### src/rsme_defines.vh
// shared constants for the receiver status message encoder
`ifndef RSME_DEFINES_VH
`define RSME_DEFINES_VH
// ----------------------------------------
// frame envelope
// ----------------------------------------
`define RSME_START0 8'ha0
`define RSME_START1 8'ha2
`define RSME_END0 8'hb0
`define RSME_END1 8'hb3
`define RSME_HDR_BYTES 3'h4
`define RSME_TRL_BYTES 3'h4
// ----------------------------------------
// message identifiers and lengths
// ----------------------------------------
`define RSME_ID_TPUT 8'h09
`define RSME_ID_ACK 8'h0b
`define RSME_ID_NACK 8'h0c
`define RSME_ID_VIS 8'h0d
`define RSME_ID_ALM 8'h0e
`define RSME_LEN_TPUT 16'h0009
`define RSME_LEN_ACK 16'h0002
`define RSME_LEN_ALM 16'h001e
`define RSME_VIS_HDR 16'h0002
`define RSME_VIS_ENTRY 16'h0005
`define RSME_VIS_MAX 4'hc
`define RSME_ALM_PAD 5'h00
// ----------------------------------------
// timing
// ----------------------------------------
`define RSME_CLK_HZ 32'd20000000
`define RSME_TPUT_PERIOD_S 32'd1
`define RSME_VIS_PERIOD_S 32'd120
`define RSME_TPUT_CYCLES (`RSME_CLK_HZ * `RSME_TPUT_PERIOD_S)
`define RSME_VIS_CYCLES (`RSME_CLK_HZ * `RSME_VIS_PERIOD_S)
// ----------------------------------------
// output buffer
// ----------------------------------------
`define RSME_FIFO_W 8
`define RSME_FIFO_D 16
`define RSME_FIFO_AW 4
`endif

### src/rsme_encoder.v
// receiver status message framer with its output byte fifo
`timescale 1ns/10ps
`include "rsme_defines.vh"

// ----------------------------------------
// byte fifo
// ----------------------------------------
module rsme_fifo #(
   parameter W = 8,
   parameter D = 16,
   parameter AW = 4
) (
   input wire clk_sys_i,
   input wire rst_i,
   input wire in_valid_i,
   output wire in_ready_o,
   input wire [W-1:0] in_data_i,
   output wire out_valid_o,
   input wire out_ready_i,
   output wire [W-1:0] out_data_o
);
   reg [W-1:0] mem [0:D-1];
   reg [AW-1:0] wr_q;
   reg [AW-1:0] rd_q;
   reg [AW:0] cnt_q;
   wire push;
   wire pop;
   assign in_ready_o = (cnt_q != D);
   assign out_valid_o = (cnt_q != 0);
   assign out_data_o = mem[rd_q];
   assign push = in_valid_i & in_ready_o;
   assign pop = out_valid_o & out_ready_i;
   always @(posedge clk_sys_i) begin
      if (push) begin
         mem[wr_q] <= in_data_i;
      end
   end
   always @(posedge clk_sys_i or posedge rst_i) begin
      if (rst_i) begin
         wr_q <= {AW{1'b0}};
         rd_q <= {AW{1'b0}};
         cnt_q <= {(AW+1){1'b0}};
      end else begin
         if (push) begin
            wr_q <= wr_q + 1'b1;
         end
         if (pop) begin
            rd_q <= rd_q + 1'b1;
         end
         if (push && !pop) begin
            cnt_q <= cnt_q + 1'b1;
         end else if (pop && !push) begin
            cnt_q <= cnt_q - 1'b1;
         end
      end
   end
endmodule
// ----------------------------------------
// framer
// ----------------------------------------
module rsme_encoder #(
   parameter [31:0] TPUT_CYCLES = `RSME_TPUT_CYCLES,
   parameter [31:0] VIS_CYCLES = `RSME_VIS_CYCLES
) (
   input wire clk_sys_i,
   input wire rst_i,
   input wire [15:0] max_segment_duration_i,
   input wire [15:0] segment_latency_i,
   input wire [15:0] mean_tracking_time_i,
   input wire [15:0] final_millisecond_count_i,
   input wire cmd_valid_i,
   input wire cmd_accept_i,
   input wire [7:0] cmd_id_i,
   output wire cmd_ready_o,
   input wire vis_wr_i,
   input wire [3:0] vis_idx_i,
   input wire [7:0] vis_sat_i,
   input wire [15:0] vis_az_i,
   input wire [15:0] vis_el_i,
   input wire [3:0] vis_count_i,
   input wire alm_valid_i,
   input wire [7:0] satellite_number_i,
   input wire [9:0] alm_week_i,
   input wire [191:0] alm_data_i,
   output wire alm_ready_o,
   output wire out_valid_o,
   input wire out_ready_i,
   output wire [7:0] out_data_o
);
   localparam [1:0] ST_IDLE = 2'h0;
   localparam [1:0] ST_HDR = 2'h1;
   localparam [1:0] ST_PAY = 2'h2;
   localparam [1:0] ST_TRL = 2'h3;
   localparam [1:0] K_FIX = 2'h0;
   localparam [1:0] K_VIS = 2'h1;
   reg [1:0] st_q;
   reg [1:0] kind_q;
   reg [15:0] len_q;
   reg [15:0] pos_q;
   reg [14:0] chk_q;
   reg [239:0] pay_q;
   reg [3:0] ent_q;
   reg [2:0] fld_q;
   reg [31:0] tput_tmr_q;
   reg [31:0] vis_tmr_q;
   reg tput_pend_q;
   reg vis_pend_q;
   reg [3:0] vis_cnt_q;
   reg [7:0] vis_sat [0:11];
   reg [15:0] vis_az [0:11];
   reg [15:0] vis_el [0:11];
   reg [7:0] byte_d;
   wire fifo_ready;
   wire fire;
   wire idle;
   wire tput_tick;
   wire vis_tick;
   wire start_cmd;
   wire start_tput;
   wire start_vis;
   wire start_alm;
   wire [15:0] alm_word1;
   wire [15:0] alm_sum;
   // sum of 13 half-words packed msb first
   function [15:0] hw_sum;
      input [207:0] v;
      integer i;
      reg [15:0] s;
      begin
         s = 16'h0000;
         for (i = 0; i < 13; i = i + 1) begin
            s = s + v[207-16*i -: 16];
         end
         hw_sum = s;
      end
   endfunction
   assign idle = (st_q == ST_IDLE);
   assign fire = !idle & fifo_ready;
   // fixed priority: replies first so a host waiting on an answer is not held up
   assign start_cmd = idle & cmd_valid_i;
   assign start_tput = idle & !cmd_valid_i & tput_pend_q;
   assign start_vis = idle & !cmd_valid_i & !tput_pend_q & vis_pend_q;
   assign start_alm = idle & !cmd_valid_i & !tput_pend_q & !vis_pend_q & alm_valid_i;
   assign cmd_ready_o = idle;
   assign alm_ready_o = idle & !cmd_valid_i & !tput_pend_q & !vis_pend_q;
   assign tput_tick = (tput_tmr_q == TPUT_CYCLES - 32'd1);
   assign vis_tick = (vis_tmr_q == VIS_CYCLES - 32'd1);
   assign alm_word1 = {alm_week_i, `RSME_ALM_PAD, 1'b1};
   assign alm_sum = hw_sum({alm_word1, alm_data_i});
   // periodic timers; the almanac check above covers week word and body, not id or satellite
   always @(posedge clk_sys_i or posedge rst_i) begin
      if (rst_i) begin
         tput_tmr_q <= 32'h00000000;
         vis_tmr_q <= 32'h00000000;
         tput_pend_q <= 1'b0;
         vis_pend_q <= 1'b0;
      end else begin
         tput_tmr_q <= tput_tick ? 32'h00000000 : tput_tmr_q + 32'd1;
         vis_tmr_q <= vis_tick ? 32'h00000000 : vis_tmr_q + 32'd1;
         // a tick landing on the start cycle re-arms the request
         tput_pend_q <= tput_tick | (tput_pend_q & !start_tput);
         vis_pend_q <= vis_tick | (vis_pend_q & !start_vis);
      end
   end
   always @(posedge clk_sys_i) begin
      if (vis_wr_i && vis_idx_i < `RSME_VIS_MAX) begin
         vis_sat[vis_idx_i] <= vis_sat_i;
         vis_az[vis_idx_i] <= vis_az_i;
         vis_el[vis_idx_i] <= vis_el_i;
      end
   end
   // entries changed during a send go out mixed; writers should update between lists
   always @(posedge clk_sys_i or posedge rst_i) begin
      if (rst_i) begin
         vis_cnt_q <= 4'h0;
      end else if (vis_wr_i) begin
         vis_cnt_q <= (vis_count_i > `RSME_VIS_MAX) ? `RSME_VIS_MAX : vis_count_i;
      end
   end
   always @* begin
      byte_d = 8'h00;
      case (st_q)
         ST_HDR: begin
            case (pos_q[1:0])
               2'h0: byte_d = `RSME_START0;
               2'h1: byte_d = `RSME_START1;
               2'h2: byte_d = len_q[15:8];
               default: byte_d = len_q[7:0];
            endcase
         end
         ST_PAY: begin
            if (kind_q == K_VIS) begin
               if (pos_q == 16'h0000) begin
                  byte_d = `RSME_ID_VIS;
               end else if (pos_q == 16'h0001) begin
                  byte_d = {4'h0, vis_cnt_q};
               end else begin
                  case (fld_q)
                     3'h0: byte_d = vis_sat[ent_q];
                     3'h1: byte_d = vis_az[ent_q][15:8];
                     3'h2: byte_d = vis_az[ent_q][7:0];
                     3'h3: byte_d = vis_el[ent_q][15:8];
                     default: byte_d = vis_el[ent_q][7:0];
                  endcase
               end
            end else begin
               byte_d = pay_q[239:232];
            end
         end
         ST_TRL: begin
            case (pos_q[1:0])
               2'h0: byte_d = {1'b0, chk_q[14:8]};
               2'h1: byte_d = chk_q[7:0];
               2'h2: byte_d = `RSME_END0;
               default: byte_d = `RSME_END1;
            endcase
         end
         default: byte_d = 8'h00;
      endcase
   end
   // ----------------------------------------
   // frame sequencer
   // ----------------------------------------
   always @(posedge clk_sys_i or posedge rst_i) begin
      if (rst_i) begin
         st_q <= ST_IDLE;
         kind_q <= K_FIX;
         len_q <= 16'h0000;
         pos_q <= 16'h0000;
         chk_q <= 15'h0000;
         pay_q <= 240'h0;
         ent_q <= 4'h0;
         fld_q <= 3'h0;
      end else begin
         case (st_q)
            ST_IDLE: begin
               pos_q <= 16'h0000;
               chk_q <= 15'h0000;
               ent_q <= 4'h0;
               fld_q <= 3'h0;
               kind_q <= K_FIX;
               if (start_cmd) begin
                  st_q <= ST_HDR;
                  len_q <= `RSME_LEN_ACK;
                  pay_q <= {(cmd_accept_i ? `RSME_ID_ACK : `RSME_ID_NACK),
                            cmd_id_i, 224'h0};
               end else if (start_tput) begin
                  st_q <= ST_HDR;
                  len_q <= `RSME_LEN_TPUT;
                  // first three fields arrive already scaled by 186
                  pay_q <= {`RSME_ID_TPUT, max_segment_duration_i, segment_latency_i,
                            mean_tracking_time_i, final_millisecond_count_i, 168'h0};
               end else if (start_vis) begin
                  st_q <= ST_HDR;
                  kind_q <= K_VIS;
                  len_q <= `RSME_VIS_HDR + `RSME_VIS_ENTRY * {12'h000, vis_cnt_q};
               end else if (start_alm) begin
                  st_q <= ST_HDR;
                  len_q <= `RSME_LEN_ALM;
                  pay_q <= {`RSME_ID_ALM, satellite_number_i, alm_word1,
                            alm_data_i, alm_sum};
               end
            end
            ST_HDR: begin
               if (fire) begin
                  pos_q <= (pos_q == {13'h0, `RSME_HDR_BYTES} - 16'h1) ? 16'h0000
                           : pos_q + 16'h1;
                  if (pos_q == {13'h0, `RSME_HDR_BYTES} - 16'h1) begin
                     st_q <= (len_q == 16'h0000) ? ST_TRL : ST_PAY;
                  end
               end
            end
            ST_PAY: begin
               if (fire) begin
                  chk_q <= chk_q + {7'h00, byte_d};
                  pay_q <= {pay_q[231:0], 8'h00};
                  if (kind_q == K_VIS && pos_q > 16'h0001) begin
                     fld_q <= (fld_q == 3'h4) ? 3'h0 : fld_q + 3'h1;
                     if (fld_q == 3'h4) begin
                        ent_q <= ent_q + 4'h1;
                     end
                  end
                  if (pos_q == len_q - 16'h1) begin
                     st_q <= ST_TRL;
                     pos_q <= 16'h0000;
                  end else begin
                     pos_q <= pos_q + 16'h1;
                  end
               end
            end
            ST_TRL: begin
               if (fire) begin
                  if (pos_q == {13'h0, `RSME_TRL_BYTES} - 16'h1) begin
                     st_q <= ST_IDLE;
                     pos_q <= 16'h0000;
                  end else begin
                     pos_q <= pos_q + 16'h1;
                  end
               end
            end
            default: st_q <= ST_IDLE;
         endcase
      end
   end
   // output buffer; a stalled line backs up into the sequencer
   rsme_fifo #(
      .W(`RSME_FIFO_W),
      .D(`RSME_FIFO_D),
      .AW(`RSME_FIFO_AW)
   ) u_fifo (
      .clk_sys_i(clk_sys_i),
      .rst_i(rst_i),
      .in_valid_i(!idle),
      .in_ready_o(fifo_ready),
      .in_data_i(byte_d),
      .out_valid_o(out_valid_o),
      .out_ready_i(out_ready_i),
      .out_data_o(out_data_o)
   );
endmodule

### config.mk
export PLATFORM = sky130hd
export DESIGN_NAME = rsme_encoder
export DESIGN_NICKNAME = d
export VERILOG_FILES = /design/src/rsme_encoder.v
export VERILOG_INCLUDE_DIRS = /design/src
export SDC_FILE = /design/constraint.sdc
export NUM_CORES = 2
export LEC_CHECK = 0
export BUFFER_PORTS_ARGS = -buffer_cell sky130_fd_sc_hd__clkbuf_2
export CORE_AREA = 5 5 213 422
export DETAILED_ROUTE_END_ITERATION = 10
export DIE_AREA = 0 0 218 427
export PLACE_DENSITY_LB_ADDON = 0.15
export SLEW_MARGIN = 5
export SYNTH_ARGS = -nofsm -noshare
export SYNTH_HDL_FRONTEND = slang
export SYNTH_SLANG_ARGS = --single-unit
### constraint.sdc
create_clock -name clk_sys_i -period 14.35 [get_ports clk_sys_i]
set_clock_uncertainty 0.1 [all_clocks]
set_input_delay 2.87 -clock clk_sys_i [delete_from_list [all_inputs] [get_ports clk_sys_i]]
set_output_delay 2.87 -clock clk_sys_i [all_outputs]
set_load 0.05 [all_outputs]
==> results.txt <==
Status - finished clean
Post-synth top cells - edfxtp_1 (608), dfrtp_1 (371), nand2_1 (370)
Vias - 30,144
R2r worst-path depth - 14
Die height - 427 µm
R2r setup slk - 7.98 ns
Max-cap viol count - 0
Routed Antenna Nets - 0
CTS root buffer - clkbuf_16
CP Data Required Time - 14.85 ns
Setup TNS - 0 ns
Initial core utilization - 54.3%
Combined area of the multi-input logic cells - 17,600 µm²
CTS max path bufs - 3
# nets final - 4,422
First-pass GRT wire length - 188,000 µm
Setup crit end kind - register
Synth area leader - edfxtp_1
RSZ-0062 raised after global routing - no
Fmax - 0.132 GHz
Final period util - 52.9%
Hold Fails Final Rpt - 0
Die width - 218 µm
Worst-Margin Slew - 1.20 ns
# IOs - 348
DR iter-0 viols - 2,994
Vias per inst - 5.91
Synth top area cells - edfxtp_1 (39%), dfrtp_1 (20%), mux4_2 (7.7%)
Fin cells - 5,101
Worst reg2reg endpoint - chk_q[11]
Detailed placer's ending HPWL - 83,500 µm
Clk slew on worst S/H paths - 0.07 ns
Cell area after synthesis - 47,000 µm²
Max-slew headroom - 19.5%
Pin count of the biggest net entering global routing - 281
Critical Path End - pay_q[10]
Post-place setup slack - 6.16 ns
Final instance area - 52,900 µm²
Arr. time, crit path - 8.10 ns
Synth top area share - 38.9%
Final GP Congestion - 0.936
Post-synth EDFFs - 608
Clk sink count - 979
Final Max Slew Viols - 0
CTS tree - built
Type of origin of the critical path - primary input
Post-CTS Resized - 0
Leakage - 21.1 nW
Die Area - 93,100 µm²
# fillers - 6,846
Area Growth Syn to Fin - 12.5%
Setup Viol. Count Final - 0
Setup CP Type - in -> reg
Initial antenna violation count - 8
Dpl cells - 4,935
Max rail drop VDD - 0.274 mV
Synth Flop Type - edfxtp_1
Async SR Flop Fraction - 37.9%
Number of synthesized register bits - 979
Vias in the first global route - 30,559
DP Area - 49,800 µm²
Worst-skew pair later-pin latency - 0.68 ns
Yosys warnings - 0
Hold_buf cts - 0
Power Dens Cells - 202 nW/µm²
Pre-Repair DR Iteration Count - 6
CTS Buf Count - 86
Worst hold path class - reg -> reg
Syn_nets - 4,150
Post-CTS setup buffers - 0
Distinct cells, synth - 79
Top-count cell post-synth - edfxtp_1
Register area - 27,600 µm²
Gr ovfl total - 0
FF-to-FF Start - ent_q[0]
Post-Syn Instances - 3,591
Drt wl/cell - 24.2 µm
Sequential-to-total area share from yosys stat - 58.6%
Layout cells sized above 1 - 19.0%
H-Tree Depth - 3
Row count - 153
CP max FO - 3
Minimum clock period - 7.60 ns
Syn avg cell area - 13.1 µm²
Core box area - 86,500 µm²
Drt drc - 0
Total track usage - 26.6%
Setup ws final - 6.75 ns
Critical Path Start - alm_data_i[98]
Post-Route WL - 123,000 µm
PortBufs - 347
-- power breakdown --
group | total (W) | internal, W | switching (W)
Combinational | 0.00436 | 0.00168 | 0.00268
Sequential | 0.00381 | 0.00351 | 0.000301
Clock | 0.00249 | 0.00141 | 0.00109
Total | 0.0107 | 0.00660 | 0.00406
-- through the flow --
step	hold slack (ns)	utilization, %	power, W
after global placement	0.356	57.5	0.00808
after floorplan	0.338	-	0.00708
after detailed placement	0.357	57.5	0.00816
after global routing	0.396	61.1	0.0114
final	0.369	61.1	0.0107
after CTS	0.372	61.1	0.0107
-- state kept, by name, summed over array words and instances (netlist names), 3 cells and up --
signal        cells
ent_q             4
len_q             7
pos_q            16
vis_tmr_q        32
pay_q           240
vis_el          192
vis_az          192
u_fifo.cnt_q      5
tput_tmr_q       32
chk_q            15
u_fifo.wr_q       4
vis_cnt_q         4
fld_q             3
vis_sat          96
u_fifo.mem      128
u_fifo.rd_q       4
-- how the worst min path moves through the flow --
stage | from | to | slack (ns) | cells after the start
3_3_place_gp | pay_q[211] | pay_q[211] | 0.36 | 2
4_1_cts | tput_tmr_q[4] | tput_tmr_q[4] | 0.37 | 1
5_1_grt | tput_tmr_q[0] | tput_tmr_q[0] | 0.40 | 1
2_1_floorplan | tput_tmr_q[4] | tput_tmr_q[4] | 0.34 | 1
6_report | tput_tmr_q[4] | tput_tmr_q[4] | 0.37 | 1
3_5_place_dp | tput_tmr_q[4] | tput_tmr_q[4] | 0.36 | 1
-- kinds of logic (layout without fill, tap and decap cells) --
family                   count (synthesis)  after routing  synth area share (%)
AO/OA/AOI/OAI                          739            739                  9.53
AND/OR/NAND/NOR                        835            835                  8.30
flip-flops                             979            979                  58.6
multiplexers                           201            201                  8.59
buffers and inverters                  483            826                  4.14
XOR/XNOR                               132            132                  2.46
adder cells (fa/ha/maj)                222            222                  8.36
other                                    0              5                     0
-- cell type report --
class | count | share of cell area, %
Antenna cell | 5 | 0.0237
Clock buffer | 110 | 4.41
Multi-Input combinational cell | 2129 | 33.3
Clock inverter | 49 | 1.37
Tap cell | 1162 | 2.75
Inverter | 273 | 1.96
Timing Repair Buffer | 394 | 4.02
Sequential cell | 979 | 52.1
-- cell usage in the layout (no fill, tap or decap), types with 18 or more instances in the layout --
master | netlist | routed
edfxtp_1 | 608 | 608
nand2_1 | 370 | 370
dfrtp_1 | 371 | 366
clkbuf_2 | 0 | 347
o21ai_0 | 321 | 320
inv_1 | 271 | 270
a21oi_1 | 198 | 198
mux4_2 | 160 | 160
fa_1 | 153 | 153
nor2_1 | 123 | 114
and3_1 | 110 | 110
xnor2_1 | 86 | 86
clkbuf_16 | 0 | 86
nor3_1 | 88 | 85
ha_1 | 69 | 67
a221o_1 | 61 | 61
xor2_1 | 46 | 46
nand3_1 | 44 | 44
buf_4 | 26 | 44
mux2i_1 | 30 | 30
nand4_1 | 22 | 22
a21o_1 | 18 | 18
-- per-layer routing --
metal / global-route usage [%] / part of all wire, %
met2: 41.0 / 47
met4: 8.23 / 3.3
met3: 5.04 / 7.4
met1: 39.0 / 43
met5: 0 / 0.028
-- critical path, cell delays in order --
cell and delay (ns):
clkbuf_2 0.10, fa_1 0.53, inv_1 0.09, fa_1 0.59, inv_1 0.09, fa_1 0.50
fa_1 0.52, inv_1 0.06, fa_1 0.54, inv_1 0.05, ha_1 0.23, fa_1 0.44
a211oi_1 0.33, o21bai_1 0.16, and2_1 0.20, o221a_2 0.25, xnor2_1 0.12, o311ai_0 0.27
o21a_1 0.17
No activity file was read; power rests on OpenSTA's default activity.
